===== src/logic/ssp_defs.vh =====
// register map, field positions, reset values and codes of the serial port
// assumes a 32-bit classic bus slave with byte addresses, registers one word apart
`ifndef SSP_DEFS_VH
`define SSP_DEFS_VH
`define REG_CTRL       8'h00
`define REG_ADV        8'h04
`define REG_DIV        8'h08
`define REG_DATA       8'h0c
`define REG_DATA_EOF   8'h10
`define REG_STAT       8'h14
`define CTRL_EN        0
`define CTRL_ROLE_LSB  1
`define CTRL_FMT_LSB   3
`define CTRL_WID_LSB   6
`define CTRL_HOLD      10
`define CTRL_SRC       11
`define STAT_BUSY      0
`define STAT_TX_FULL   1
`define STAT_TX_EMPTY  2
`define STAT_RX_AVAIL  3
`define STAT_RX_FULL   4
`define RST_ROLE       2'h0
`define RST_FMT        3'h0
`define RST_WID        4'h7
`define RST_DIV        8'h01
`define WID_MIN        4'h3
`define MODE_COMPAT    3'h0
`define MODE_WR_ONLY   3'h1
`define MODE_FULL_ADV  3'h2
`define MODE_DUAL_RD   3'h3
`define MODE_DUAL_WR   3'h4
`define MODE_FOUR_RD   3'h5
`define MODE_FOUR_WR   3'h6
`define FMT_P0_PH0     3'h0
`define FMT_P0_PH1     3'h1
`define FMT_P1_PH0     3'h2
`define FMT_P1_PH1     3'h3
`define FMT_PULSE      3'h4
`define ROLE_MASTER    2'h0
`define ROLE_TARGET    2'h1
`define ROLE_TARGET_OFF 2'h2
`endif


===== src/logic/sync_serial_adv_mode_config.v =====
// synchronous serial port with advanced one, two and four lane modes
// assumes classic single-cycle bus masters; all pins are asynchronous to clk_sys_in
`timescale 1ns/1ps
`include "ssp_defs.vh"

module ssp_fifo #(
  parameter W  = 20,
  parameter D  = 8,
  parameter AW = 3
) (
  input  wire          clk_in,
  input  wire          rst_n_in,
  input  wire          push_in,
  input  wire          pop_in,
  input  wire [W-1:0]  din_in,
  output wire [W-1:0]  dout_out,
  output reg  [AW:0]   cnt_out
);
  reg [W-1:0]  mem [0:D-1];
  reg [AW-1:0] wp_r;
  reg [AW-1:0] rp_r;
  wire         do_push = push_in && (cnt_out != D[AW:0]);
  wire         do_pop  = pop_in && (cnt_out != {(AW+1){1'b0}});
  assign dout_out = mem[rp_r];
  always @(posedge clk_in) begin
    if (do_push) begin
      mem[wp_r] <= din_in;
    end
    if (!rst_n_in) begin
      wp_r    <= {AW{1'b0}};
      rp_r    <= {AW{1'b0}};
      cnt_out <= {(AW+1){1'b0}};
    end else begin
      if (do_push) begin
        wp_r <= (wp_r == D[AW-1:0] - 1'b1) ? {AW{1'b0}} : wp_r + 1'b1;
      end
      if (do_pop) begin
        rp_r <= (rp_r == D[AW-1:0] - 1'b1) ? {AW{1'b0}} : rp_r + 1'b1;
      end
      if (do_push && !do_pop) begin
        cnt_out <= cnt_out + 1'b1;
      end else if (do_pop && !do_push) begin
        cnt_out <= cnt_out - 1'b1;
      end
    end
  end
endmodule // ssp_fifo

module sync_serial_adv_mode_config #(
  parameter DEPTH = 8,
  parameter AW    = 3
) (
  input  wire        clk_sys_in,
  input  wire        rst_n_in,
  input  wire        wb_cyc_in,
  input  wire        wb_stb_in,
  input  wire        wb_we_in,
  input  wire [7:0]  wb_adr_in,
  input  wire [3:0]  wb_sel_in,
  input  wire [31:0] wb_dat_in,
  output reg  [31:0] wb_dat_out,
  output reg         wb_ack_out,
  input  wire        osc_clk_in,
  input  wire        sclk_in,
  output reg         sclk_out,
  output reg         sclk_oe_out,
  input  wire        frame_select_line_in,
  output reg         frame_select_line_out,
  output reg         frame_select_line_oe_out,
  input  wire [3:0]  sdata_in,
  output reg  [3:0]  sdata_out,
  output reg  [3:0]  sdata_oe_out
);
  localparam S_IDLE  = 3'h0;
  localparam S_PULSE = 3'h1;
  localparam S_SHIFT = 3'h2;
  localparam S_GAP   = 3'h3;
  localparam S_WAIT  = 3'h4;

  function [2:0] lanes;
    input [2:0] m;
    begin
      if (m == `MODE_FOUR_RD || m == `MODE_FOUR_WR) lanes = 3'h4;
      else if (m == `MODE_DUAL_RD || m == `MODE_DUAL_WR) lanes = 3'h2;
      else lanes = 3'h1;
    end
  endfunction

  function receives;
    input [2:0] m;
    begin
      receives = !(m == `MODE_WR_ONLY || m == `MODE_DUAL_WR || m == `MODE_FOUR_WR);
    end
  endfunction

  function [31:0] merge;
    input [31:0] old;
    input [31:0] nw;
    input [3:0]  sel;
    integer i;
    begin
      merge = old;
      for (i = 0; i < 4; i = i + 1) begin
        if (sel[i]) merge[i*8 +: 8] = nw[i*8 +: 8];
      end
    end
  endfunction

  // pins cross into clk_sys_in: bits 3:0 data, 4 sclk, 5 select, 6 oscillator
  reg [6:0] s1_r;
  reg [6:0] s2_r;
  reg [6:0] s3_r;
  always @(posedge clk_sys_in) begin
    if (!rst_n_in) begin
      // clock lanes reset to their idle low level so no false edge follows reset
      s1_r <= 7'h20;
      s2_r <= 7'h20;
      s3_r <= 7'h20;
    end else begin
      s1_r <= {osc_clk_in, frame_select_line_in, sclk_in, sdata_in};
      s2_r <= s1_r;
      s3_r <= s2_r;
    end
  end
  wire [3:0] din_s = s2_r[3:0];
  wire       fs_s  = s2_r[5];

  reg        en_r;
  reg [1:0]  role_r;
  reg [2:0]  fmt_r;
  reg [3:0]  wid_r;
  reg        hold_r;
  reg        src_r;
  reg [2:0]  adv_r;
  reg [7:0]  div_r;
  reg [2:0]  st_r;
  reg        tx_push_r;
  reg [19:0] tx_din_r;
  reg        tx_pop_r;
  reg        rx_push_r;
  reg [15:0] rx_din_r;
  reg        rx_pop_r;
  wire [19:0] tx_dout;
  wire [15:0] rx_dout;
  wire [AW:0] tx_cnt;
  wire [AW:0] rx_cnt;

  ssp_fifo #(.W(20), .D(DEPTH), .AW(AW)) tx_q (
    .clk_in   (clk_sys_in),
    .rst_n_in (rst_n_in),
    .push_in  (tx_push_r),
    .pop_in   (tx_pop_r),
    .din_in   (tx_din_r),
    .dout_out (tx_dout),
    .cnt_out  (tx_cnt)
  );
  ssp_fifo #(.W(16), .D(DEPTH), .AW(AW)) rx_q (
    .clk_in   (clk_sys_in),
    .rst_n_in (rst_n_in),
    .push_in  (rx_push_r),
    .pop_in   (rx_pop_r),
    .din_in   (rx_din_r),
    .dout_out (rx_dout),
    .cnt_out  (rx_cnt)
  );

  wire        tx_empty = (tx_cnt == {(AW+1){1'b0}});
  wire        tx_full  = (tx_cnt == DEPTH[AW:0]);
  wire        busy     = !tx_empty || (st_r != S_IDLE && st_r != S_WAIT) || tx_pop_r;
  wire [15:0] wmask    = 16'hffff >> (4'hf - wid_r);
  wire [31:0] ctrl_rd  = {20'h0, src_r, hold_r, wid_r, fmt_r, role_r, en_r};
  wire [31:0] stat_rd  = {27'h0, rx_cnt == DEPTH[AW:0], rx_cnt != {(AW+1){1'b0}},
                          tx_empty, tx_full, busy};
  wire [31:0] ctrl_w   = merge(ctrl_rd, wb_dat_in, wb_sel_in);
  wire [31:0] adv_w    = merge({29'h0, adv_r}, wb_dat_in, wb_sel_in);
  wire [31:0] div_w    = merge({24'h0, div_r}, wb_dat_in, wb_sel_in);
  wire        req      = wb_cyc_in && wb_stb_in && !wb_ack_out;

  // bus slave: answers one edge after the request, unmapped reads give zero
  always @(posedge clk_sys_in) begin
    if (!rst_n_in) begin
      wb_ack_out <= 1'b0;
      wb_dat_out <= 32'h0;
      en_r       <= 1'b0;
      role_r     <= `RST_ROLE;
      fmt_r      <= `RST_FMT;
      wid_r      <= `RST_WID;
      hold_r     <= 1'b0;
      src_r      <= 1'b0;
      adv_r      <= `MODE_COMPAT;
      div_r      <= `RST_DIV;
      tx_push_r  <= 1'b0;
      tx_din_r   <= 20'h0;
      rx_pop_r   <= 1'b0;
    end else begin
      wb_ack_out <= req;
      tx_push_r  <= 1'b0;
      rx_pop_r   <= 1'b0;
      if (req) begin
        wb_dat_out <= 32'h0;
        case (wb_adr_in)
          `REG_CTRL: begin
            wb_dat_out <= ctrl_rd;
            if (wb_we_in) begin
              en_r   <= ctrl_w[`CTRL_EN];
              role_r <= ctrl_w[`CTRL_ROLE_LSB +: 2];
              fmt_r  <= ctrl_w[`CTRL_FMT_LSB +: 3];
              wid_r  <= (ctrl_w[`CTRL_WID_LSB +: 4] < `WID_MIN) ? `WID_MIN :
                        ctrl_w[`CTRL_WID_LSB +: 4];
              hold_r <= ctrl_w[`CTRL_HOLD];
              src_r  <= ctrl_w[`CTRL_SRC];
            end
          end
          `REG_ADV: begin
            wb_dat_out <= {29'h0, adv_r};
            if (wb_we_in && adv_w[2:0] <= `MODE_FOUR_WR &&
                !(adv_r == `MODE_COMPAT && adv_w[2:0] >= `MODE_DUAL_RD)) begin
              adv_r <= adv_w[2:0];
            end
          end
          `REG_DIV: begin
            wb_dat_out <= {24'h0, div_r};
            if (wb_we_in) div_r <= div_w[7:0];
          end
          `REG_DATA, `REG_DATA_EOF: begin
            if (wb_we_in) begin
              // tag entry with mode; keep low width bits
              tx_push_r <= !tx_full;
              tx_din_r  <= {wb_adr_in == `REG_DATA_EOF, adv_r, wb_dat_in[15:0] & wmask};
            end else if (rx_cnt != {(AW+1){1'b0}}) begin
              wb_dat_out <= {16'h0, rx_dout};
              rx_pop_r   <= 1'b1;
            end
          end
          `REG_STAT: begin
            wb_dat_out <= stat_rd;
          end
          default: begin
            wb_dat_out <= 32'h0;
          end
        endcase
      end
    end
  end

  wire master = (role_r == `ROLE_MASTER);
  // polarity and phase from format; pulse format runs as phase one
  wire cpol   = (fmt_r == `FMT_P1_PH0) || (fmt_r == `FMT_P1_PH1);
  wire cpha   = (fmt_r == `FMT_P0_PH1) || (fmt_r == `FMT_P1_PH1) || (fmt_r == `FMT_PULSE);
  wire pulse  = (fmt_r == `FMT_PULSE);
  wire fs_off = !pulse;

  // baud ticks from system clock or the oscillator's rising edges
  reg  [7:0] bcnt_r;
  wire       btick = src_r ? (s2_r[6] && !s3_r[6]) : 1'b1;
  wire       half  = btick && (bcnt_r == div_r);
  always @(posedge clk_sys_in) begin
    if (!rst_n_in) begin
      bcnt_r <= 8'h0;
    end else if (st_r == S_IDLE || st_r == S_WAIT) begin
      // restart so the first half period is whole; returned data arrives late
      bcnt_r <= 8'h0;
    end else if (btick) begin
      bcnt_r <= half ? 8'h0 : bcnt_r + 8'h1;
    end
  end

  reg  [2:0]  mode_r;
  reg         eof_r;
  reg  [15:0] tx_r;
  reg  [15:0] rx_r;
  reg  [5:0]  hcnt_r;
  reg         sclk_r;
  reg         fs_r;
  wire [2:0]  lw    = lanes(mode_r);
  wire [4:0]  nb    = {1'b0, wid_r} + 5'h1;
  wire [4:0]  beats = (lw == 3'h4) ? (nb >> 2) : (lw == 3'h2) ? (nb >> 1) : nb;
  wire [5:0]  lastc = {beats, 1'b0} - 6'h1;
  wire        sev   = s2_r[4] != s3_r[4];
  wire        ev    = master ? half : sev;
  wire        lead  = master ? (sclk_r == cpol) : (s2_r[4] != cpol);
  // four lanes; two lanes; the single lane reads the receive line
  wire [3:0]  inb   = (lw == 3'h4) ? din_s : (lw == 3'h2) ? {2'h0, din_s[1:0]} :
                      {3'h0, din_s[1]};
  wire        adv_w_hold = hold_r && (mode_r != `MODE_COMPAT) && !eof_r;

  task load_word;
    begin
      if (!tx_empty) begin
        tx_r     <= tx_dout[15:0] << (4'hf - wid_r);
        mode_r   <= master ? tx_dout[18:16] : `MODE_COMPAT;
        eof_r    <= tx_dout[19];
        tx_pop_r <= 1'b1;
      end else begin
        tx_r   <= 16'h0;
        mode_r <= `MODE_COMPAT;
        eof_r  <= 1'b0;
      end
      rx_r   <= 16'h0;
      hcnt_r <= 6'h0;
    end
  endtask

  always @(posedge clk_sys_in) begin
    if (!rst_n_in) begin
      st_r      <= S_IDLE;
      mode_r    <= `MODE_COMPAT;
      eof_r     <= 1'b0;
      tx_r      <= 16'h0;
      rx_r      <= 16'h0;
      hcnt_r    <= 6'h0;
      sclk_r    <= 1'b0;
      fs_r      <= 1'b1;
      tx_pop_r  <= 1'b0;
      rx_push_r <= 1'b0;
      rx_din_r  <= 16'h0;
    end else begin
      tx_pop_r  <= 1'b0;
      rx_push_r <= 1'b0;
      if (!en_r) begin
        st_r   <= S_IDLE;
        sclk_r <= cpol;
        fs_r   <= fs_off;
      end else begin
        case (st_r)
          S_IDLE: begin
            sclk_r <= cpol;
            fs_r   <= fs_off;
            if (master && !tx_empty && !tx_pop_r) begin
              load_word;
              fs_r <= pulse;
              st_r <= pulse ? S_PULSE : S_SHIFT;
            end else if (!master && !fs_s) begin
              load_word;
              st_r <= S_SHIFT;
            end
          end
          S_PULSE: begin
            if (half) begin
              hcnt_r <= hcnt_r + 6'h1;
              if (hcnt_r == 6'h1) begin
                fs_r   <= 1'b0;
                hcnt_r <= 6'h0;
                st_r   <= S_SHIFT;
              end
            end
          end
          S_SHIFT: begin
            if (!master && fs_s) begin
              st_r <= S_IDLE;
            end else if (ev) begin
              if (master) sclk_r <= ~sclk_r;
              if (lead ^ cpha) begin
                rx_r <= (rx_r << lw) | {12'h0, inb};
              end else if (!(cpha && hcnt_r == 6'h0)) begin
                tx_r <= tx_r << lw;
              end
              hcnt_r <= hcnt_r + 6'h1;
              if (hcnt_r == lastc) begin
                // write-only modes drop received bits; full duplex keeps them
                rx_push_r <= receives(mode_r);
                rx_din_r  <= ((lead ^ cpha) ? ((rx_r << lw) | {12'h0, inb}) : rx_r) & wmask;
                hcnt_r    <= 6'h0;
                if (!master) begin
                  load_word;
                end else if (adv_w_hold) begin
                  // hold select between words; an end-of-frame word, a compatibility-mode word or clearing enable releases
                  if (!tx_empty && !tx_pop_r) load_word;
                  else st_r <= S_WAIT;
                end else begin
                  // release after end-of-frame; release after each word
                  st_r <= S_GAP;
                end
              end
            end
          end
          S_GAP: begin
            if (half) begin
              hcnt_r <= hcnt_r + 6'h1;
              // release half a period late so a trailing sample still sees select
              if (hcnt_r == 6'h0) fs_r <= fs_off;
              if (hcnt_r == 6'h2) begin
                hcnt_r <= 6'h0;
                st_r   <= S_IDLE;
              end
            end
          end
          S_WAIT: begin
            if (!tx_empty && !tx_pop_r) begin
              load_word;
              st_r <= S_SHIFT;
            end
          end
          default: begin
            st_r <= S_IDLE;
          end
        endcase
      end
    end
  end

  // pin stage; data, clock and select share this one-cycle delay so they stay aligned
  always @(posedge clk_sys_in) begin
    if (!rst_n_in) begin
      sclk_out                 <= 1'b0;
      sclk_oe_out              <= 1'b0;
      frame_select_line_out    <= 1'b1;
      frame_select_line_oe_out <= 1'b0;
      sdata_out                <= 4'h0;
      sdata_oe_out             <= 4'h0;
    end else begin
      sclk_out                 <= sclk_r;
      sclk_oe_out              <= en_r && master;
      frame_select_line_out    <= fs_r;
      frame_select_line_oe_out <= en_r && master;
      // wide modes turn lanes toward the transfer direction
      if (lw == 3'h4) begin
        sdata_out    <= tx_r[15:12];
        sdata_oe_out <= (mode_r == `MODE_FOUR_WR && st_r != S_IDLE) ? 4'hf : 4'h0;
      end else if (lw == 3'h2) begin
        sdata_out    <= {2'h0, tx_r[15:14]};
        sdata_oe_out <= (mode_r == `MODE_DUAL_WR && st_r != S_IDLE) ? 4'h3 : 4'h0;
      end else begin
        sdata_out    <= {3'h0, tx_r[15]};
        // target with output off never drives its transmit line
        sdata_oe_out <= {3'h0, en_r && (master || (role_r == `ROLE_TARGET && !fs_s))};
      end
    end
  end
endmodule // sync_serial_adv_mode_config

===== config.mk =====
export PLATFORM = sky130hd
export DESIGN_NAME = sync_serial_adv_mode_config
export DESIGN_NICKNAME = d
export VERILOG_FILES = /design/src/logic/sync_serial_adv_mode_config.v
export VERILOG_INCLUDE_DIRS = /design/src /design/src/logic
export SDC_FILE = /design/constraint.sdc
export NUM_CORES = 1
export LEC_CHECK = 0
export BUFFER_PORTS_ARGS = -buffer_cell sky130_fd_sc_hd__clkbuf_2
export CAP_MARGIN = 20
export CORE_MARGIN = 1
export CORE_UTILIZATION = 40
export DETAILED_ROUTE_END_ITERATION = 8
export HOLD_SLACK_MARGIN = 0.12
export SYNTH_ARGS = -nofsm -noshare
export SYNTH_HDL_FRONTEND = slang
export SYNTH_HIERARCHICAL = 1
export SYNTH_SLANG_ARGS = --single-unit

===== constraint.sdc =====
create_clock -name clk_sys_in -period 9.8 [get_ports clk_sys_in]
set_input_delay 0.49 -clock clk_sys_in [delete_from_list [all_inputs] [get_ports clk_sys_in]]
set_output_delay 0.49 -clock clk_sys_in [all_outputs]
set_load 0.005 [all_outputs]

==> results.md <==
- CP endpoint kind: flop
- Vias per cell: ~5.7
- RSZ-0062 raised after global routing: no
- Gr usage total: 20.1%
- Power per standard cell area: 168 nW/um^2
- Post-CTS sizing: 0
- Fill cell count: 4809
- WL final: ~56 mm
- DRC errors left: 0
- CP Data Required Time: 10.30 ns
- Clk_lat worst skew: about 0.6 ns
- Async S/R FF share, synth: 0%
- Synthesized flop and latch total: 475
- Worst Setup Path Type: reg2reg
- TritonCTS clock tree: built
- Max FO, Critical Path: 33
- Layout Utilization: 45.7%
- F_max: 190 MHz
- Worst vdd ir: between 0.0001 and 0.00015 V
- Final Hold Fails: 0
- Multi-input gate area: 8800 sq um
- Leakage: 8.38 nW
- Class of the most critical hold timing path: in2reg
- Max-cap violation count: 0
- Xor/xnor share of the synthesized area: 1.08%
- Placed cell areas: 22800 sq um
- Die Wd: 235 um
- Simple-Gate Fraction of Synth Area: 12.9%
- Die height: 235 um
- Post-Syn Area: 21800 sq um
- EDFF count, synth: 288
- Power, Total: 4.14 mW
- Post-Syn Instances: 1792
- Post-synthesis sequential area ratio: 56.9%
- Root Buffer: clkbuf_16
- Synth unique cells: 85
- Worst stage delay on the critical path: approximately 0.9 ns
- Post-Layout Cell Count: 2580
- Congestion Overflow GR: 0
- Antenna viol nets, final: 0
- Inst Count DP: 2476
- Site Rows: between 80 and 90
- HPWL after DPL: 35.9 mm
- Fin. max-slew vios: 0
- CTS sink count: 475
- H-tree Lvls: 2
- Post-synthesis mux area share: between 10% and 20%
- DR WL/cell: around 22 um
- Final min period: 5.25 ns
- Setup Skew: ~0.027 ns
- Slew of the pin with the lowest slew margin: 1.03 ns
- Fin crit share: 53.6%
- Post-Synth Adder-Cell Area: 1.68%
- Core Area: 53800 sq um
- Final nets: ~1900
- Setup TNS: 0 ns
- Avg Inst Size Synth: between 10 and 15 sq um
- FF/Latch Area: 12400 sq um
- Largest family of logic cells by synthesized area: multiplexers
- Most common cell in the netlist: edfxtp_1
- Dominant synthesized flop cell: edfxtp_1
- Relative slew slack: 30.3%
- Post-Layout Inst Area: 24600 sq um
- Reg clk slew, reported paths: 0.06 ns
- Die area: 55400 sq um
- Vias in the first global route: 14000
- CTS Buf Count: 51
- Initial antenna violation count: 0
- Area growth syn-to-layout: 13.1%
- GPL Wtd Cong: 0.881
- Dpl ws: 4.72 ns
- Via Count: about 15000
- # Post-CTS Setup Buffers: 0
- Drt pass-1 iters: 6
- Setup WS post-layout: between 4 and 5 ns
- Largest net degree at the start of global routing: 77
- Worst-path cell chain: inv_1, ha_1, a222oi_1, ha_1, inv_1, a311o_1, a2111oi_4, a31o_2, mux2i_1, o221a_2
- Crit path arrival time: 5.75 ns
- Buffers on Ports: 66
- Clock Path Buffers: 3
- First-pass GRT wire length: 85.6 mm
- Iteration-0 DRC count of the detailed router: 1281
- Main area contributors after synthesis: edfxtp_1 (40%), dfxtp_1 (17%), mux4_1 (8.2%), nand2_1 (3.5%), mux2i_1 (2.8%)
- Ratio of cells with drive above 1 in the final layout: 14.8%
- Compound-Gate Fraction of Synth Area: 10.3%
- # setup viols final: 0
- Area leader, netlist: edfxtp_1
- Top cells by instance count after synthesis: edfxtp_1 (288), nand2_1 (205), dfxtp_1 (187)
- Reg2reg setup slack: 4.55 ns
- Startpoint type of the worst setup path: flop
- Slowest cell on the critical path: dfxtp_1
- # IOs: 101
- Yosys warnings: 6
- Initial core utilization: 40.5%
- Status: complete, no violations
- Final hold slack: 0.188 ns
- Yosys top cell area share: 39.7%
==> worst paths after layout <==
check / start / end / depth (start not counted)
max: wid_r[0] / tx_r[15] / 10
min reg2reg: s1_r[5] / s2_r[5] / 1
max reg2reg: wid_r[0] / tx_r[15] / 10
min: wb_dat_in[12] / tx_din_r[12] / 3
==> power by group <==
part	internal, mW	switching, mW
Clock	1.17	0.815
Sequential	2.10	0.00222
Combinational	0.0150	0.0346
==> metal layers <==
layer  GRT usage (%)  part of all wire, %  wire length (um)
met2            31.8                   46             25700
met5               0                    0                 0
met4            6.18                  2.5              1390
met3            4.13                  7.6              4240
met1            27.9                   44             24500
==> cell usage in the layout (no fill, tap or decap), types with 11 or more instances in the layout <==
cell / count
a211oi_1: 16
a21boi_0: 11
a21oi_1: 106
a22oi_1: 11
a31oi_1: 27
and2_1: 37
buf_4: 41
clkbuf_16: 51
clkbuf_2: 66
conb_1: 16
dfxtp_1: 186
edfxtp_1: 288
ha_1: 26
inv_1: 26
mux2_2: 41
mux2i_1: 61
mux4_1: 68
nand2_1: 205
nand2b_1: 16
nand3_1: 41
nand4_1: 23
nor2_1: 126
nor2b_1: 13
nor3_1: 27
o211ai_1: 13
o21ai_0: 57
o22ai_1: 11
or3_1: 27
xor2_1: 15
==> worst max-delay path: cells and delay by family (launching register included) <==
| family | cells | cell delay [ns] |
|---|---|---|
| AOI/OAI and AO/OA | 5 | 2.66 |
| DFF | 1 | 0.92 |
| adders and majority gates | 2 | 0.80 |
| buffers and inverters | 2 | 0.55 |
| muxes | 1 | 0.19 |
==> registers in the layout (all words and copies together), names as in the netlist, 4 cells and up, named ones only <==
name	cells
tx_q/mem	160
rx_q/mem	128
tx_din_r	20
rx_din_r	16
rx_r	16
tx_r	16
wb_dat_out	16
bcnt_r	8
div_r	8
s1_r	7
s2_r	7
hcnt_r	6
rx_q/cnt_out	4
sdata_out	4
tx_q/cnt_out	4
wid_r	4
==> cell families after synthesis <==
group,Yosys count
XOR/XNOR,26
AO/OA/AOI/OAI,338
AND/OR/NAND/NOR,587
buffers and inverters,162
multiplexers,175
flip-flops,475
adder cells (fa/ha/maj),28
other,1
==> area by class of cell <==
| cell class | instances | share of cell area, % |
|---|---|---|
| Timing Repair Buffer | 114 | 2.88 |
| Tap cell | 696 | 3.54 |
| Antenna cell | 1 | 0.0102 |
| Clock buffer | 62 | 5.47 |
| Inverter | 28 | 0.432 |
| Clock inverter | 34 | 1.60 |
| Multi-Input combinational cell | 1170 | 35.7 |
| Sequential cell | 475 | 50.3 |
==> what timing repair did <==
item                                   CTS  global route
endpoints found under the hold margin    7             0
hold buffers                             7             0
setup endpoints to repair                0             0
(Power assumes the default switching activity.)
